--- src/rtl/pcs_link_pkg.sv ---
// Constants and carrier types for the link status and gating block
package pcs_link_pkg;

  // Register byte offsets
  localparam logic [7:0] CTRL_OFS     = 8'h00;
  localparam logic [7:0] STATUS_OFS   = 8'h04;
  localparam logic [7:0] IRQ_STAT_OFS = 8'h08;
  localparam logic [7:0] IRQ_MASK_OFS = 8'h0c;

  // Control fields
  localparam int CTRL_ISOLATE_BIT = 0;
  localparam int CTRL_UNIDIR_BIT  = 1;
  localparam int CTRL_AN_EN_BIT   = 2;
  localparam int CTRL_AN_RST_BIT  = 3;
  localparam logic CTRL_ISOLATE_RST = 1'b1;
  localparam logic CTRL_UNIDIR_RST  = 1'b0;
  localparam logic CTRL_AN_EN_RST   = 1'b1;

  // Status fields
  localparam int STAT_SYNC_BIT = 0;
  localparam int STAT_LINK_BIT = 2;
  localparam int STAT_ANC_BIT  = 5;

  // Interrupt fields
  localparam int IRQ_ANC_BIT  = 0;
  localparam int IRQ_LINK_BIT = 1;
  localparam int IRQ_ANERR_BIT = 2;
  localparam logic [2:0] IRQ_MASK_RST = 3'h0;

  // Synchronisation thresholds
  localparam logic [2:0] SYNC_ACQ_COMMAS = 3'h3;
  localparam logic [2:0] SYNC_LOSS_ERRS  = 3'h4;

  // Link timer
  localparam int CLK_PERIOD_NS  = 25;
  localparam int LINK_TIMER_NS  = 10000000;
  localparam int LINK_TIMER_CYC =
    (LINK_TIMER_NS + CLK_PERIOD_NS - 1) / CLK_PERIOD_NS;

  // AXI responses
  localparam logic [1:0] RESP_OKAY   = 2'h0;
  localparam logic [1:0] RESP_SLVERR = 2'h2;

  // One GMII direction
  typedef struct packed {
    logic [7:0] d;
    logic       en;
    logic       er;
  } gmii_type;

  typedef enum logic [1:0] {SY_LOS, SY_ACQ, SY_SYNC} sync_state_type;
  typedef enum logic [2:0] {AN_OFF, AN_RESTART, AN_DETECT, AN_ACK,
                            AN_DONE} an_state_type;

endpackage

--- src/rtl/pcs_link_status_gating.sv ---
// Link qualification, status reporting and GMII gating of a PCS
// Summary of operation
// - No client frame reaches the line while no link exists, unless unidirectional control is set.
// - Unidirectional control lets client frames out without a link.
// - Isolate comes up active after reset and stays until cleared.
// - While isolated, nothing crosses the client GMII either way.
// - A bit error during the handshake (detect or acknowledge) restarts negotiation from the start.
// - Negotiation complete shows at status bit 5 when negotiation ends.
// - Link status shows at status bit 2 and status vector bit 1.
// - Status vector bit 0 is high once receive sync is established.
// - Signal present low holds the sync machine in loss-of-sync.
// - Received bit errors inside a frame (receive enable high) are flagged to the MAC as frame errors.
//
// Chosen here: the register offsets and the AXI4-Lite interface to the registers.
`timescale 1ns/10ps
`default_nettype none

module pcs_link_status_gating
  import pcs_link_pkg::*;
#(
  parameter int LINK_TIMER = LINK_TIMER_CYC
)
(
  input  wire logic        mclk,
  input  wire logic        arst_n,
  // AXI4-Lite slave
  input  wire logic [7:0]  s_axi_awaddr,
  input  wire logic        s_axi_awvalid,
  output logic             s_axi_awready,
  input  wire logic [31:0] s_axi_wdata,
  input  wire logic [3:0]  s_axi_wstrb,
  input  wire logic        s_axi_wvalid,
  output logic             s_axi_wready,
  output logic [1:0]       s_axi_bresp,
  output logic             s_axi_bvalid,
  input  wire logic        s_axi_bready,
  input  wire logic [7:0]  s_axi_araddr,
  input  wire logic        s_axi_arvalid,
  output logic             s_axi_arready,
  output logic [31:0]      s_axi_rdata,
  output logic [1:0]       s_axi_rresp,
  output logic             s_axi_rvalid,
  input  wire logic        s_axi_rready,
  // Optical module signal present pin
  input  wire logic        signal_present,
  // Receive code-group indications from the decoder
  input  wire logic        rx_comma,
  input  wire logic        rx_code_err,
  input  wire logic        rx_ability,
  // Datapaths
  input  wire gmii_type    client_tx,
  output gmii_type         line_tx,
  input  wire gmii_type    line_rx,
  output gmii_type         client_rx,
  // Status and interrupt
  output logic [1:0]       status_vec,
  output logic             irq
);

  localparam int TW = $clog2(LINK_TIMER + 1);

  // Elaboration check on the timer length
  if (LINK_TIMER < 2) begin : g_bad_timer
    $error("LINK_TIMER must be at least 2");
  end

  logic           sig_m_q;
  logic           sig_s_q;
  sync_state_type sync_state_q;
  logic [2:0]     sync_cnt_q;
  an_state_type   an_state_q;
  logic [TW-1:0]  timer_q;
  logic           isolate_q;
  logic           unidir_q;
  logic           an_en_q;
  logic [2:0]     irq_stat_q;
  logic [2:0]     irq_mask_q;
  logic           link_d;
  logic           link_q;
  logic           anc_q;
  logic           an_err;
  logic           timer_done;
  logic           allow_tx;
  logic           aw_got_q;
  logic           w_got_q;
  logic [7:0]     awaddr_q;
  logic [31:0]    wdata_q;
  logic [3:0]     wstrb_q;
  logic           wr_fire;
  logic           wr_ctrl;
  logic           an_rst_req;
  logic [2:0]     irq_set;
  logic [2:0]     irq_clr;
  logic [31:0]    rd_val;
  logic [7:0]     mask_byte;
  logic           rd_ok;
  gmii_type       line_tx_q;
  gmii_type       client_rx_q;
  logic [1:0]     status_vec_q;
  logic           irq_q;

  // Byte lane 0 of the write data under its strobe
  function automatic logic [7:0] lane0(input logic [31:0] d,
                                       input logic [3:0]  s,
                                       input logic [7:0]  old);
    lane0 = s[0] ? d[7:0] : old;
  endfunction

  // Two-flop synchroniser for the pin
  always_ff @(posedge mclk or negedge arst_n)
  begin
    if (!arst_n)
    begin
      sig_m_q <= 1'b0;
      sig_s_q <= 1'b0;
    end
    else
    begin
      sig_m_q <= signal_present;
      sig_s_q <= sig_m_q;
    end
  end

  // Receive synchronisation machine
  always_ff @(posedge mclk or negedge arst_n)
  begin
    if (!arst_n)
    begin
      sync_state_q <= SY_LOS;
      sync_cnt_q   <= 3'h0;
    end
    else if (!sig_s_q)
    begin
      sync_state_q <= SY_LOS;
      sync_cnt_q   <= 3'h0;
    end
    else
    begin
      case (sync_state_q)
        SY_LOS:
        begin
          if (rx_comma)
          begin
            sync_state_q <= SY_ACQ;
            sync_cnt_q   <= 3'h1;
          end
        end
        SY_ACQ:
        begin
          if (rx_code_err)
          begin
            sync_state_q <= SY_LOS;
            sync_cnt_q   <= 3'h0;
          end
          else if (rx_comma && sync_cnt_q == SYNC_ACQ_COMMAS - 3'h1)
          begin
            sync_state_q <= SY_SYNC;
            sync_cnt_q   <= 3'h0;
          end
          else if (rx_comma)
            sync_cnt_q <= sync_cnt_q + 3'h1;
        end
        default:
        begin
          if (rx_code_err && sync_cnt_q == SYNC_LOSS_ERRS - 3'h1)
          begin
            sync_state_q <= SY_LOS;
            sync_cnt_q   <= 3'h0;
          end
          else if (rx_code_err)
            sync_cnt_q <= sync_cnt_q + 3'h1;
          else if (rx_comma)
            sync_cnt_q <= 3'h0;
        end
      endcase
    end
  end

  // Negotiation handshake states and error detection
  assign timer_done = (timer_q == TW'(LINK_TIMER - 1));
  assign an_err = rx_code_err && (an_state_q == AN_DETECT ||
                                  an_state_q == AN_ACK);

  // Auto-negotiation machine with link timer
  always_ff @(posedge mclk or negedge arst_n)
  begin
    if (!arst_n)
    begin
      an_state_q <= AN_OFF;
      timer_q    <= '0;
    end
    else if (!an_en_q)
    begin
      an_state_q <= AN_OFF;
      timer_q    <= '0;
    end
    else if (an_rst_req || sync_state_q != SY_SYNC || an_err)
    begin
      an_state_q <= AN_RESTART;
      timer_q    <= '0;
    end
    else
    begin
      case (an_state_q)
        AN_OFF, AN_RESTART, AN_ACK:
        begin
          if (an_state_q == AN_OFF)
            an_state_q <= AN_RESTART;
          else if (timer_done)
          begin
            an_state_q <= (an_state_q == AN_ACK) ? AN_DONE : AN_DETECT;
            timer_q    <= '0;
          end
          else
            timer_q <= timer_q + TW'(1);
        end
        AN_DETECT:
        begin
          if (rx_ability)
            an_state_q <= AN_ACK;
        end
        default:
          an_state_q <= AN_DONE;
      endcase
    end
  end

  // Link exists with sync and finished or disabled negotiation
  assign link_d = (sync_state_q == SY_SYNC) &&
                  (!an_en_q || an_state_q == AN_DONE);

  always_ff @(posedge mclk or negedge arst_n)
  begin
    if (!arst_n)
    begin
      link_q <= 1'b0;
      anc_q  <= 1'b0;
    end
    else
    begin
      link_q <= link_d;
      anc_q  <= an_en_q && an_state_q == AN_DONE;
    end
  end

  // Transmit gating and receive marking
  assign allow_tx = (link_q || unidir_q) && !isolate_q;

  always_ff @(posedge mclk or negedge arst_n)
  begin
    if (!arst_n)
    begin
      line_tx_q   <= '0;
      client_rx_q <= '0;
    end
    else
    begin
      line_tx_q <= allow_tx ? client_tx : '0;
      if (isolate_q)
        client_rx_q <= '0;
      else
      begin
        client_rx_q    <= line_rx;
        client_rx_q.er <= line_rx.er ||
                          (line_rx.en && rx_code_err);
      end
    end
  end

  // Status vector output
  always_ff @(posedge mclk or negedge arst_n)
  begin
    if (!arst_n)
      status_vec_q <= 2'h0;
    else
    begin
      status_vec_q[0] <= sync_state_q == SY_SYNC;
      status_vec_q[1] <= link_q;
    end
  end

  // AXI write acceptance
  assign wr_fire = aw_got_q && w_got_q && !s_axi_bvalid;
  assign wr_ctrl = wr_fire && awaddr_q == CTRL_OFS;
  assign an_rst_req = wr_ctrl && wstrb_q[0] && wdata_q[CTRL_AN_RST_BIT];

  always_ff @(posedge mclk or negedge arst_n)
  begin
    if (!arst_n)
    begin
      s_axi_awready <= 1'b0;
      s_axi_wready  <= 1'b0;
      s_axi_bvalid  <= 1'b0;
      s_axi_bresp   <= RESP_OKAY;
      aw_got_q      <= 1'b0;
      w_got_q       <= 1'b0;
      awaddr_q      <= 8'h00;
      wdata_q       <= 32'h0000_0000;
      wstrb_q       <= 4'h0;
    end
    else
    begin
      if (!aw_got_q && !s_axi_bvalid)
        s_axi_awready <= !(s_axi_awvalid && s_axi_awready);
      if (!w_got_q && !s_axi_bvalid)
        s_axi_wready <= !(s_axi_wvalid && s_axi_wready);
      if (s_axi_awvalid && s_axi_awready)
      begin
        aw_got_q <= 1'b1;
        awaddr_q <= s_axi_awaddr;
      end
      if (s_axi_wvalid && s_axi_wready)
      begin
        w_got_q <= 1'b1;
        wdata_q <= s_axi_wdata;
        wstrb_q <= s_axi_wstrb;
      end
      if (wr_fire)
      begin
        aw_got_q     <= 1'b0;
        w_got_q      <= 1'b0;
        s_axi_bvalid <= 1'b1;
        s_axi_bresp  <= (awaddr_q == CTRL_OFS || awaddr_q == STATUS_OFS ||
                         awaddr_q == IRQ_STAT_OFS ||
                         awaddr_q == IRQ_MASK_OFS) ? RESP_OKAY : RESP_SLVERR;
      end
      else if (s_axi_bvalid && s_axi_bready)
        s_axi_bvalid <= 1'b0;
    end
  end

  // Mask byte after its strobe; a call result cannot be part-selected
  assign mask_byte = lane0(wdata_q, wstrb_q, {5'h00, irq_mask_q});

  // Control and mask registers
  always_ff @(posedge mclk or negedge arst_n)
  begin
    if (!arst_n)
    begin
      isolate_q  <= CTRL_ISOLATE_RST;
      unidir_q   <= CTRL_UNIDIR_RST;
      an_en_q    <= CTRL_AN_EN_RST;
      irq_mask_q <= IRQ_MASK_RST;
    end
    else if (wr_fire && wstrb_q[0])
    begin
      if (awaddr_q == CTRL_OFS)
      begin
        isolate_q <= wdata_q[CTRL_ISOLATE_BIT];
        unidir_q  <= wdata_q[CTRL_UNIDIR_BIT];
        an_en_q   <= wdata_q[CTRL_AN_EN_BIT];
      end
      else if (awaddr_q == IRQ_MASK_OFS)
        irq_mask_q <= mask_byte[2:0];
    end
  end

  // Sticky events; a new event wins over a clear
  assign irq_set[IRQ_ANC_BIT]   = (an_en_q && an_state_q == AN_DONE) &&
                                  !anc_q;
  assign irq_set[IRQ_LINK_BIT]  = link_d != link_q;
  assign irq_set[IRQ_ANERR_BIT] = an_en_q && an_err;
  assign irq_clr = (wr_fire && wstrb_q[0] && awaddr_q == IRQ_STAT_OFS) ?
                   wdata_q[2:0] : 3'h0;

  always_ff @(posedge mclk or negedge arst_n)
  begin
    if (!arst_n)
    begin
      irq_stat_q <= 3'h0;
      irq_q      <= 1'b0;
    end
    else
    begin
      irq_stat_q <= (irq_stat_q & ~irq_clr) | irq_set;
      irq_q      <= |(irq_stat_q & irq_mask_q);
    end
  end

  // Read data multiplexer
  always_comb
  begin
    rd_val = 32'h0000_0000;
    rd_ok  = 1'b1;
    if (s_axi_araddr == CTRL_OFS)
    begin
      rd_val[CTRL_ISOLATE_BIT] = isolate_q;
      rd_val[CTRL_UNIDIR_BIT]  = unidir_q;
      rd_val[CTRL_AN_EN_BIT]   = an_en_q;
    end
    else if (s_axi_araddr == STATUS_OFS)
    begin
      rd_val[STAT_SYNC_BIT] = sync_state_q == SY_SYNC;
      rd_val[STAT_LINK_BIT] = link_q;
      rd_val[STAT_ANC_BIT]  = anc_q;
    end
    else if (s_axi_araddr == IRQ_STAT_OFS)
      rd_val[2:0] = irq_stat_q;
    else if (s_axi_araddr == IRQ_MASK_OFS)
      rd_val[2:0] = irq_mask_q;
    else
      rd_ok = 1'b0;
  end

  // AXI read channel
  always_ff @(posedge mclk or negedge arst_n)
  begin
    if (!arst_n)
    begin
      s_axi_arready <= 1'b0;
      s_axi_rvalid  <= 1'b0;
      s_axi_rdata   <= 32'h0000_0000;
      s_axi_rresp   <= RESP_OKAY;
    end
    else if (s_axi_arvalid && s_axi_arready)
    begin
      s_axi_arready <= 1'b0;
      s_axi_rvalid  <= 1'b1;
      s_axi_rdata   <= rd_val;
      s_axi_rresp   <= rd_ok ? RESP_OKAY : RESP_SLVERR;
    end
    else if (s_axi_rvalid && s_axi_rready)
    begin
      s_axi_rvalid  <= 1'b0;
      s_axi_arready <= 1'b1;
    end
    else if (!s_axi_rvalid)
      s_axi_arready <= 1'b1;
  end

  assign line_tx    = line_tx_q;
  assign client_rx  = client_rx_q;
  assign status_vec = status_vec_q;
  assign irq        = irq_q;
endmodule // pcs_link_status_gating

`default_nettype wire

--- config.mk ---
export PLATFORM = sky130hd
export DESIGN_NAME = pcs_link_status_gating
export DESIGN_NICKNAME = d
export VERILOG_FILES = /design/src/rtl/pcs_link_pkg.sv /design/src/rtl/pcs_link_status_gating.sv
export SDC_FILE = /design/constraint.sdc
export NUM_CORES = 1
export LEC_CHECK = 0
export ABC_AREA = 0
export BUFFER_PORTS_ARGS = -buffer_cell sky130_fd_sc_hd__buf_2
export CORE_MARGIN = 2
export CORE_UTILIZATION = 45
export DETAILED_ROUTE_END_ITERATION = 7
export HOLD_SLACK_MARGIN = 0.15
export PLACE_DENSITY = 0.73
export SLEW_MARGIN = 5
export SYNTH_ARGS = -nofsm -noshare
export SYNTH_HDL_FRONTEND = slang
export SYNTH_SLANG_ARGS = --single-unit
--- constraint.sdc ---
create_clock -name mclk -period 4.55 [get_ports mclk]
set_input_delay 0.455 -clock mclk [delete_from_list [all_inputs] [get_ports mclk]]
set_output_delay 0.455 -clock mclk [all_outputs]
set_load 0.02 [all_outputs]
Word level (Yosys, flattened, before mapping)

Index checks and enable logic that the tools add are counted.

Reduce and logical (&&, ||, !) cells: 56
Muxes and demuxes: 55
Divide/modulo/power cells: 0
Shift operators: 0
Multipliers: 0
Magnitude comparators: 0
Equal/unequal tests: 27
Bitwise logic cells: 5
Add/subtract/negate cells: 2

Operator list:

| cell                                                   | number |
|---|---|
| 2-to-1 mux 19 bit                                      | 5 |
| 2-to-1 mux 3 bit                                       | 18 |
| == test 8 x 4 -> 1 bit (second input constant)         | 4 |
| logical AND 1 bit                                      | 23 |
| 2-to-1 mux 1 bit                                       | 20 |
| 2-to-1 mux 10 bit                                      | 2 |
| adder 19 x 1 -> 19 bit (second input constant)         | 1 |
| == test 19 bit (second input constant)                 | 1 |
| == test 8 x 3 -> 1 bit (second input constant)         | 2 |
| logical NOT 8 bit                                      | 2 |
| 2-to-1 mux 2 bit                                       | 7 |
| == test 3 x 2 -> 1 bit (second input constant)         | 4 |
| case mux 3 bit (2 select lines)                        | 2 |
| inequality test 5 bit (second input constant)          | 2 |
| logical OR 1 bit                                       | 9 |
| logical NOT 1 bit                                      | 8 |
| nonzero test 2 bit                                     | 4 |
| AND 3 bit                                              | 2 |
| inequality test 3 x 1 -> 1 bit (second input constant) | 2 |
| inequality test 3 bit (second input constant)          | 2 |
| AND reduction 2 bit                                    | 3 |
| AND reduction 3 bit                                    | 2 |
| OR reduction 3 bit                                     | 2 |
| inequality test 5 x 3 -> 1 bit (second input constant) | 1 |
| 17 further kinds                                       | 17 |

Logic and storage cells: 179
Output and inout bits: 64
Memory bits (writable): 0
Register bits after elaboration: 91
Memories: 0
ROM bits: 0
Bits of input ports: 83
Latch bits: 0

Logic depth before layout (Yosys ltp)

Gate-level depths: netlist of the first run.

Depth after elaboration: 9
Mapped depth: 7
Gate-level depth less buffers: 7

Least setup slack after synthesis of the first run

Ideal clock, no wire load.

Path type: reg2reg
Start point: register timer_q[10]
End point: register timer_q[15]
Stages on the path, launching flop included: 6
Library setup time: 0.117 ns
Slack: 2.820 ns
Clock period less this slack: 1.730 ns
Arrival time: 1.613 ns
Buffers on the path: 0
Required time: 4.433 ns
Path through: dfrtp_1 > or4b_4 > nor3_4 > nand2_1 > or2b_2 > o21ai_2

Longest elaborated chain between the ends: 6
Elaborated cells between the ends (all ways): 7
Classes of those cells: add/sub (1); eq/ne (1); mux (5)

RTL lines:

| element                                                  | line                                                         | source |
|---|---|---|
| start, declared                                          | pcs_link_status_gating.sv:72                                 | `logic [TW-1:0] timer_q;` |
| start signal, assigned                                   | pcs_link_status_gating.sv:215                                | `timer_q <= timer_q + TW'(1);` |
| adder 19 x 1 -> 19 bit or == test 19 bit (tied branches) | pcs_link_status_gating.sv:215, pcs_link_status_gating.sv:180 |  |
| 2-to-1 mux 19 bit *                                      | pcs_link_status_gating.sv:209                                | `else if (timer_done)` |
| 2-to-1 mux 19 bit *                                      | pcs_link_status_gating.sv:207                                | `if (an_state_q == AN_OFF)` |
| 2-to-1 mux 19 bit *                                      | pcs_link_status_gating.sv:204                                | `case (an_state_q)` |
| 2-to-1 mux 19 bit *                                      | pcs_link_status_gating.sv:197                                | `else if (an_rst_req \|\| sync_state_q != SY_SYNC \|\| an_err)` |
| 2-to-1 mux 19 bit *                                      | pcs_link_status_gating.sv:192                                | `else if (!an_en_q)` |

Mark *: on every way between the ends. The rest lies on a longest branch, timed or not. The select of a mux whose other input is x is not followed.
A chain may end at the register's enable or synchronous reset.

Worst setup path in the final report of the first run

Start point: register sync_state_q[1]
End point: register timer_q[15]

Longest elaborated chain between the ends: 5
Elaborated cells between the ends (all ways): 8
Classes of those cells: eq/ne (3); mux (2); reduce/logical (3)

RTL lines:

| element                                                                   | line                          | source |
|---|---|---|
| start, declared                                                           | pcs_link_status_gating.sv:69  | `sync_state_type sync_state_q;` |
| start signal, assigned                                                    | pcs_link_status_gating.sv:129 | `sync_state_q <= SY_LOS;` |
| start signal, assigned                                                    | pcs_link_status_gating.sv:134 | `sync_state_q <= SY_LOS;` |
| start signal, assigned                                                    | pcs_link_status_gating.sv:144 | `sync_state_q <= SY_ACQ;` |
| inequality test 2 bit *                                                   | pcs_link_status_gating.sv:197 |  |
| logical OR 1 bit * (2 in series)                                          | pcs_link_status_gating.sv:197 |  |
| inequality test 3 x 1 -> 1 bit (no source line) (tied with other cells)   | --                            |  |
| AND reduction 2 bit (no source line) or 2-to-1 mux 19 bit (tied branches) | --                            |  |

Mark *: on every way between the ends. The rest lies on a longest branch, timed or not.

==> results.json, run 1 <==
{
  "run_status": "complete, no violations",
  "hold_depth": 1,
  "period_share_pct": 51.6,
  "cp_num_buf_inv": 1,
  "crit_path_end_kind": "flip-flop",
  "ys_seq_area_share_pct": 54.4,
  "worstRegToRegCells": 5,
  "gp_congestion": 0.792,
  "timing.rr.end": "timer_q[15]$_DFFE_PN0P_",
  "cts-root-buf": "clkbuf_8",
  "synth_cell_types": 58,
  "clock_sinks": 89,
  "crit_type": "flip-flop to flip-flop",
  "routed-via-count": 2961,
  "grt-ovfl-total": 0,
  "r2r_slack_ns": 2.20,
  "critPathLaunchType": "flip-flop",
  "wire_per_inst_um": 13.2,
  "syn_to_final_growth_pct": 15.3,
  "postLayoutCoreUtil_pct": 53.9,
  "wl_met3_um": 557,
  "syn-cell-area_sq_um": 4100,
  "slowest_delay_ns": 0.75,
  "crit_fanout": 20,
  "cpMaxStageDelayCell": "nand4b_1",
  "drt_iter0_markers": 139,
  "leakagePower_nw": 2.21,
  "critical_path_required_ns": 4.83,
  "ant_nets": 0,
  "cts_max_path_buffers": 2,
  "dr_wl_met2_um": 3730,
  "die_h_um": 99.4,
  "finalSetupViolCount": 0,
  "viasPerCell": 5.19,
  "post_cts_resized": 0,
  "slew_viol_final": 0,
  "synth_flop_cell": "dfrtp_1",
  "tightestPinTransition_ns": 0.901,
  "dieArea_sq_um": 9890,
  "cap_violations": 0,
  "yosysWarnings": 0,
  "antenna_found_initial": 0,
  "period_needed_ns": 2.35,
  "die_x_um": 99.4,
  "async_flop_share_pct": 100,
  "cp.arrival_ns": 2.63,
  "min_delay_worst_endpoint": "sig_m_q$_DFF_PN0_",
  "grt_start_max_net_pins": 60,
  "min-delay-start": "signal_present",
  "ioPinCount": 147,
  "ys_ff_latch": 89,
  "finalHoldViolCount": 0,
  "cts_inserted_buffers": 9,
  "finClkSkew_ns": 0.0119,
  "synth_edf_count": 0,
  "drc": 0,
  "crit_family": "simple AND/OR/NAND/NOR gates",
  "fmax_mhz": 426,
  "post-cts-setup-buffers": 0,
  "vdd_drop_max_v": 0.000336,
  "num_antenna_cells": 0,
  "maxUsedRoutingLayer": "met4",
  "dr.pass1.iters": 4,
  "clkSlewWorstSetupHoldPaths_ns": 0.09,
  "port-buffer-count": 85,
  "start_util_pct": 46.8,
  "cts_max_level": 3,
  "core-area_sq_um": 8760,
  "cp_cell_sequence": "inv_1 > nor2_2 > nand4b_1 > or2b_2 > o21ai_2",
  "track_usage_pct": 16.0,
  "cts_tree": "yes",
  "routed_wl_um": 7550,
  "avgSynthCellArea_sq_um": 11.1,
  "clk_latency_ns": 0.35,
  "postSynthCellCount": 369,
  "r2r_start": "sync_state_q[1]$_DFFE_PN0P_",
  "placedCellCount": 554,
  "rows": 34,
  "grt_pass1_wl_um": 12800,
  "final_cells": 571,
  "placed_area_sq_um": 4510,
  "fin_setup_tns_ns": 0,
  "drt-met1-wl_um": 3200,
  "power_per_cell_area_nw_per_um2": 400,
  "drive_gt1_share_pct": 30.2,
  "nNetsFinal": 545,
  "finish.instance_area_sq_um": 4730,
  "grt_pass1_vias": 2855,
  "hp-class": "primary input to flip-flop",
  "hpwl_um": 5600,
  "rsz0062_at_grt": "no",
  "max-slew-margin-rel_pct": 39.6
}
==> cell usage in the layout, fill, tap and decap left out, drive strengths merged, types with 4 or more instances in the layout <==
| cell type | synthesis | final |
|---|---|---|
| a21oi | 13 | 13 |
| mux2 | 20 | 20 |
| inv | 9 | 10 |
| and3 | 4 | 4 |
| o21ai | 12 | 12 |
| nand2 | 32 | 32 |
| a22o | 5 | 5 |
| nand4b | 4 | 4 |
| nor4 | 6 | 6 |
| nor3 | 6 | 6 |
| nand3 | 9 | 9 |
| o21a | 4 | 4 |
| clkbuf | 6 | 10 |
| nand4 | 9 | 9 |
| nor2 | 31 | 31 |
| xnor2 | 5 | 5 |
| and2 | 13 | 13 |
| dfrtp | 87 | 87 |
| xor2 | 7 | 7 |
| ha | 4 | 4 |
| conb | 1 | 30 |
| buf | 32 | 86 |
| nor2b | 12 | 12 |
==> registers in the layout, summed over array words and instances (netlist names), 2 cells and up <==
signal	cells
timer_q	19
client_rx	10
line_tx	10
awaddr_q	8
s_axi_rdata	4
wdata_q	4
an_state_q	3
irq_mask_q	3
irq_stat_q	3
sync_cnt_q	3
status_vec	2
sync_state_q	2
==> area by class of cell <==
class / count / area [sq um]
clock buffer: 10 / 138
clock inverter: 6 / 65.1
fill: 787 / 4040
inverter: 9 / 33.8
multi-input combinational: 262 / 1680
sequential: 89 / 2230
tap: 108 / 135
timing repair buffer: 87 / 445
==> cells in the mapped netlist, drive strengths merged, types with 3 or more instances <==
cell	number	share of area [%]
o21a	4	0.73
nor4	6	1.1
o21ai	12	1.6
nand4b	4	0.85
nand3	9	1.3
nand4	9	1.4
mux2i	3	0.73
xor2	7	1.5
xnor2	5	1.1
nand2	32	2.9
nand2b	3	0.46
buf	32	5.9
nor2b	12	1.8
a22o	5	1.1
mux2	20	5.5
a21oi	13	1.6
inv	9	0.82
nor2	31	2.9
ha	4	1.2
nor3	6	1.3
clkbuf	6	0.55
dfrtp	87	53
and3	4	0.64
and2	13	2.0
==> stage by stage <==
step	hold slack [ns]	setup WS [ns]	power [mW]
finish	0.204	2.20	1.89
floorplan	0.159	2.82	1.26
global route	0.184	1.94	2.00
detailed placement	0.340	2.20	1.37
global placement	0.334	2.23	1.35
CTS	0.185	2.17	1.92
==> worst max-delay path by stage <==
stage | cells after the start | endpoint | startpoint
6_report | 5 | timer_q[15]$_DFFE_PN0P_ | sync_state_q[1]$_DFFE_PN0P_
5_1_grt | 5 | timer_q[11]$_DFFE_PN0P_ | sync_state_q[1]$_DFFE_PN0P_
4_1_cts | 5 | timer_q[15]$_DFFE_PN0P_ | sync_state_q[1]$_DFFE_PN0P_
3_5_place_dp | 6 | timer_q[15]$_DFFE_PN0P_ | rx_code_err
3_3_place_gp | 6 | timer_q[15]$_DFFE_PN0P_ | rx_code_err
2_1_floorplan | 5 | timer_q[15]$_DFFE_PN0P_ | timer_q[10]$_DFFE_PN0P_
==> kinds of logic (layout without fill, tap and decap cells) <==
family	count (synthesis)	count (layout)	synth area share, %
multiplexers	25	25	7.33
XOR/XNOR	12	12	2.56
adder cells (fa/ha/maj)	4	4	1.22
AO/OA/AOI/OAI	49	49	7.88
buffers and inverters	47	112	7.27
AND/OR/NAND/NOR	142	142	19.2
other	1	30	0.0915
flip-flops	89	89	54.4
==> worst reg2reg max path: cells and delay by family, from the launching register on <==
family / cells / cell delay, ns
flops: 1 / 0.44
compound gates: 1 / 0.11
buf+inv: 1 / 0.12
simple gates: 3 / 1.61
==> layer usage <==
layer,global-route usage (%),vias up
li1,-,1409
met1,20.6,1441
met2,26.7,101
met3,4.71,10
met4,4.11,0
met5,0,-
==> repair_timing <==
action | 4_1_cts | 5_1_grt
hold buffers | 1 | 0
hold endpoints to repair | 30 | 0
endpoints found under the setup margin | 0 | 0
==> report_power, final <==
group,internal [mW],total [mW],leakage (nW),switching [mW]
clock,0.270,0.542,0.103,0.272
sequential,0.905,0.993,1.14,0.0877
combinational,0.155,0.358,0.966,0.202
total,1.33,1.89,2.21,0.562
(Power assumes the default switching activity.)
==> inputs of run 2 (changes only) <==
- PLACE_DENSITY: 0.73 -> 0.76
- clock period: 4.55 -> 2.1 ns (I/O delays scaled with it)
==> run 2 against run 1 <==
Global-route usage grew 2.1 points. Total power grew 120%. Register-to-register slack lost 2.1 ns. Critical endpoint is now unidir_q$_DFFE_PN0P_. Largest power group unchanged. Critical path type unchanged. Hold slack lost 0.016 ns.
==> results.json, run 2 (synthesis results as in run 1) <==
{
  "dieArea_sq_um": 9890,
  "cts-root-buf": "clkbuf_8",
  "hold_depth": 3,
  "start_util_pct": 46.8,
  "crit_cells": 4,
  "drt_iter0_markers": 165,
  "clock_sinks": 89,
  "seq_area_sq_um": 2230,
  "grt-ovfl-total": 0,
  "crit_path_end_kind": "flip-flop",
  "clkSlewWorstSetupHoldPaths_ns": 0.09,
  "antenna_found_initial": 0,
  "final_cell_mix": "dfrtp_1, buf_2, dlygate4sd3_1",
  "worst_slack_ns": 0.0968,
  "vdd_drop_max_v": 0.000588,
  "crit_fanout": 3,
  "core-area_sq_um": 8760,
  "maxUsedRoutingLayer": "met4",
  "critPathLaunchType": "flip-flop",
  "p_total_mw": 4.24,
  "critical_path_required_ns": 2.35,
  "n_fill_cell": 702,
  "drt-met1-wl_um": 3570,
  "hp-class": "primary input to flip-flop",
  "cts_max_level": 3,
  "largest_register_ffs": 19,
  "crit_type": "flip-flop to flip-flop",
  "slew_viol_final": 0,
  "pre_cts_slack_ns": 0.129,
  "cp.arrival_ns": 2.26,
  "viasPerCell": 5.01,
  "cts_inserted_buffers": 9,
  "multi_input_area_sq_um": 1680,
  "power_per_cell_area_nw_per_um2": 811,
  "cp_num_buf_inv": 0,
  "grt_pass1_wl_um": 14200,
  "ant_nets": 0,
  "num_antenna_cells": 0,
  "port-buffer-count": 85,
  "drive_gt1_share_pct": 28.5,
  "routed-via-count": 3113,
  "grt_start_max_net_pins": 42,
  "nNetsFinal": 595,
  "hpwl_um": 5910,
  "dr.pass1.iters": 4,
  "gp_congestion": 0.829,
  "rsz0062_at_grt": "yes",
  "wl_met3_um": 454,
  "fmax_mhz": 499,
  "crit_family": "simple AND/OR/NAND/NOR gates",
  "slowest_delay_ns": 0.50,
  "period_needed_ns": 2.00,
  "finalHoldViolCount": 0,
  "track_usage_pct": 18.1,
  "routed_wl_um": 8520,
  "cts_tree": "yes",
  "syn_to_final_growth_pct": 27.6,
  "tightestPinTransition_ns": 0.600,
  "grt_pass1_vias": 3162,
  "final_cells": 621,
  "die_x_um": 99.4,
  "worstRegToRegCells": 4,
  "cpMaxStageDelayCell": "nor3_1",
  "leakagePower_nw": 2.43,
  "cp_cell_sequence": "nor4_1 > nand4_1 > nor3_1 > mux2_2",
  "die_h_um": 99.4,
  "post-cts-setup-buffers": 0,
  "finalSetupViolCount": 0,
  "layout_commonest_cell": "dfrtp_1",
  "wire_per_inst_um": 13.7,
  "finClkSkew_ns": 0.00684,
  "run_status": "complete, no violations",
  "top_register": "timer_q",
  "drc": 0,
  "dr_wl_met2_um": 4350,
  "clk_latency_ns": 0.36,
  "cap_violations": 0,
  "placedCellCount": 560,
  "period_share_pct": 95.4,
  "max-slew-margin-rel_pct": 59.7,
  "ioPinCount": 147,
  "rows": 34,
  "cts_max_path_buffers": 2
}
-- run 2: cell types whose count changed in the layout (fill, tap and decap cells not counted), sizes merged --
cell / previous run / this run
clkbuf: 10 / 9
clkinv: 3 / 1
clkinvlp: 1 / 0
buf: 86 / 92
inv: 10 / 14
dlygate4sd3: 1 / 45
-- run 2: what timing repair did --
| item | 4_1_cts | 5_1_grt |
|---|---|---|
| endpoints found under the hold margin | 105 | 0 |
| endpoints found under the setup margin | 0 | 1 |
| gates resized for setup | 0 | 0 |
| hold buffers | 45 | 0 |
-- run 2: worst reg2reg max path: cells and delay by family (launching register included) --
family,cells,cell delay (ns)
muxes,1,0.40
and+or+nand+nor,3,1.09
DFF,1,0.40
-- run 2: cell type report --
cell class / instances / area share (%)
inverters: 9 / 0.646
multi-input cells: 262 / 32.1
well taps: 108 / 2.58
flip-flops and latches: 89 / 42.7
clock inverters: 7 / 1.58
repair buffers: 137 / 18.0
clock buffers: 9 / 2.37
-- run 2: path summary, 6_finish.rpt --
| check | to | slack [ns] | startpoint |
|---|---|---|---|
| setup / recovery | unidir_q$_DFFE_PN0P_ | 0.1 | awaddr_q[1]$_DFFE_PN0P_ |
| hold / removal | sync_state_q[0]$_DFFE_PN0P_ | 0.19 | rx_comma |
| setup reg to reg | unidir_q$_DFFE_PN0P_ | 0.1 | awaddr_q[1]$_DFFE_PN0P_ |
| hold reg to reg | sig_s_q$_DFF_PN0_ | 0.36 | sig_m_q$_DFF_PN0_ |
| max in group asynchronous | client_rx[8]$_DFF_PN0_ | 1.17 | arst_n |
| min in group asynchronous | sync_cnt_q[2]$_DFFE_PN0P_ | 0.32 | arst_n |
-- run 2: report_power, final --
group          leakage (nW)  switching [mW]  internal [mW]
logic                  1.19           0.471          0.401
registers              1.14           0.200           1.96
clock network         0.106           0.634          0.573
-- run 2: per-stage QoR --
step / instance area (sq um) / TNS (ns) / hold WS [ns] / utilization, %
floorplan: 4210 / 0 / -0.0856 / -
global placement: 4570 / 0 / 0.161 / 52.2
detailed placement: 4570 / 0 / 0.166 / 52.2
CTS: 5230 / 0 / 0.175 / 59.7
global route: 5230 / -0.00376 / 0.229 / 59.7
finish: 5230 / 0 / 0.188 / 59.7
-- run 2: per-layer routing --
| metal | vias up | GRT usage (%) |
|---|---|---|
| met3 | 11 | 3.51 |
| li1 | 1503 | - |
| met4 | 0 | 7.48 |
| met1 | 1499 | 21.6 |
| met2 | 100 | 31.9 |
| met5 | - | 0 |
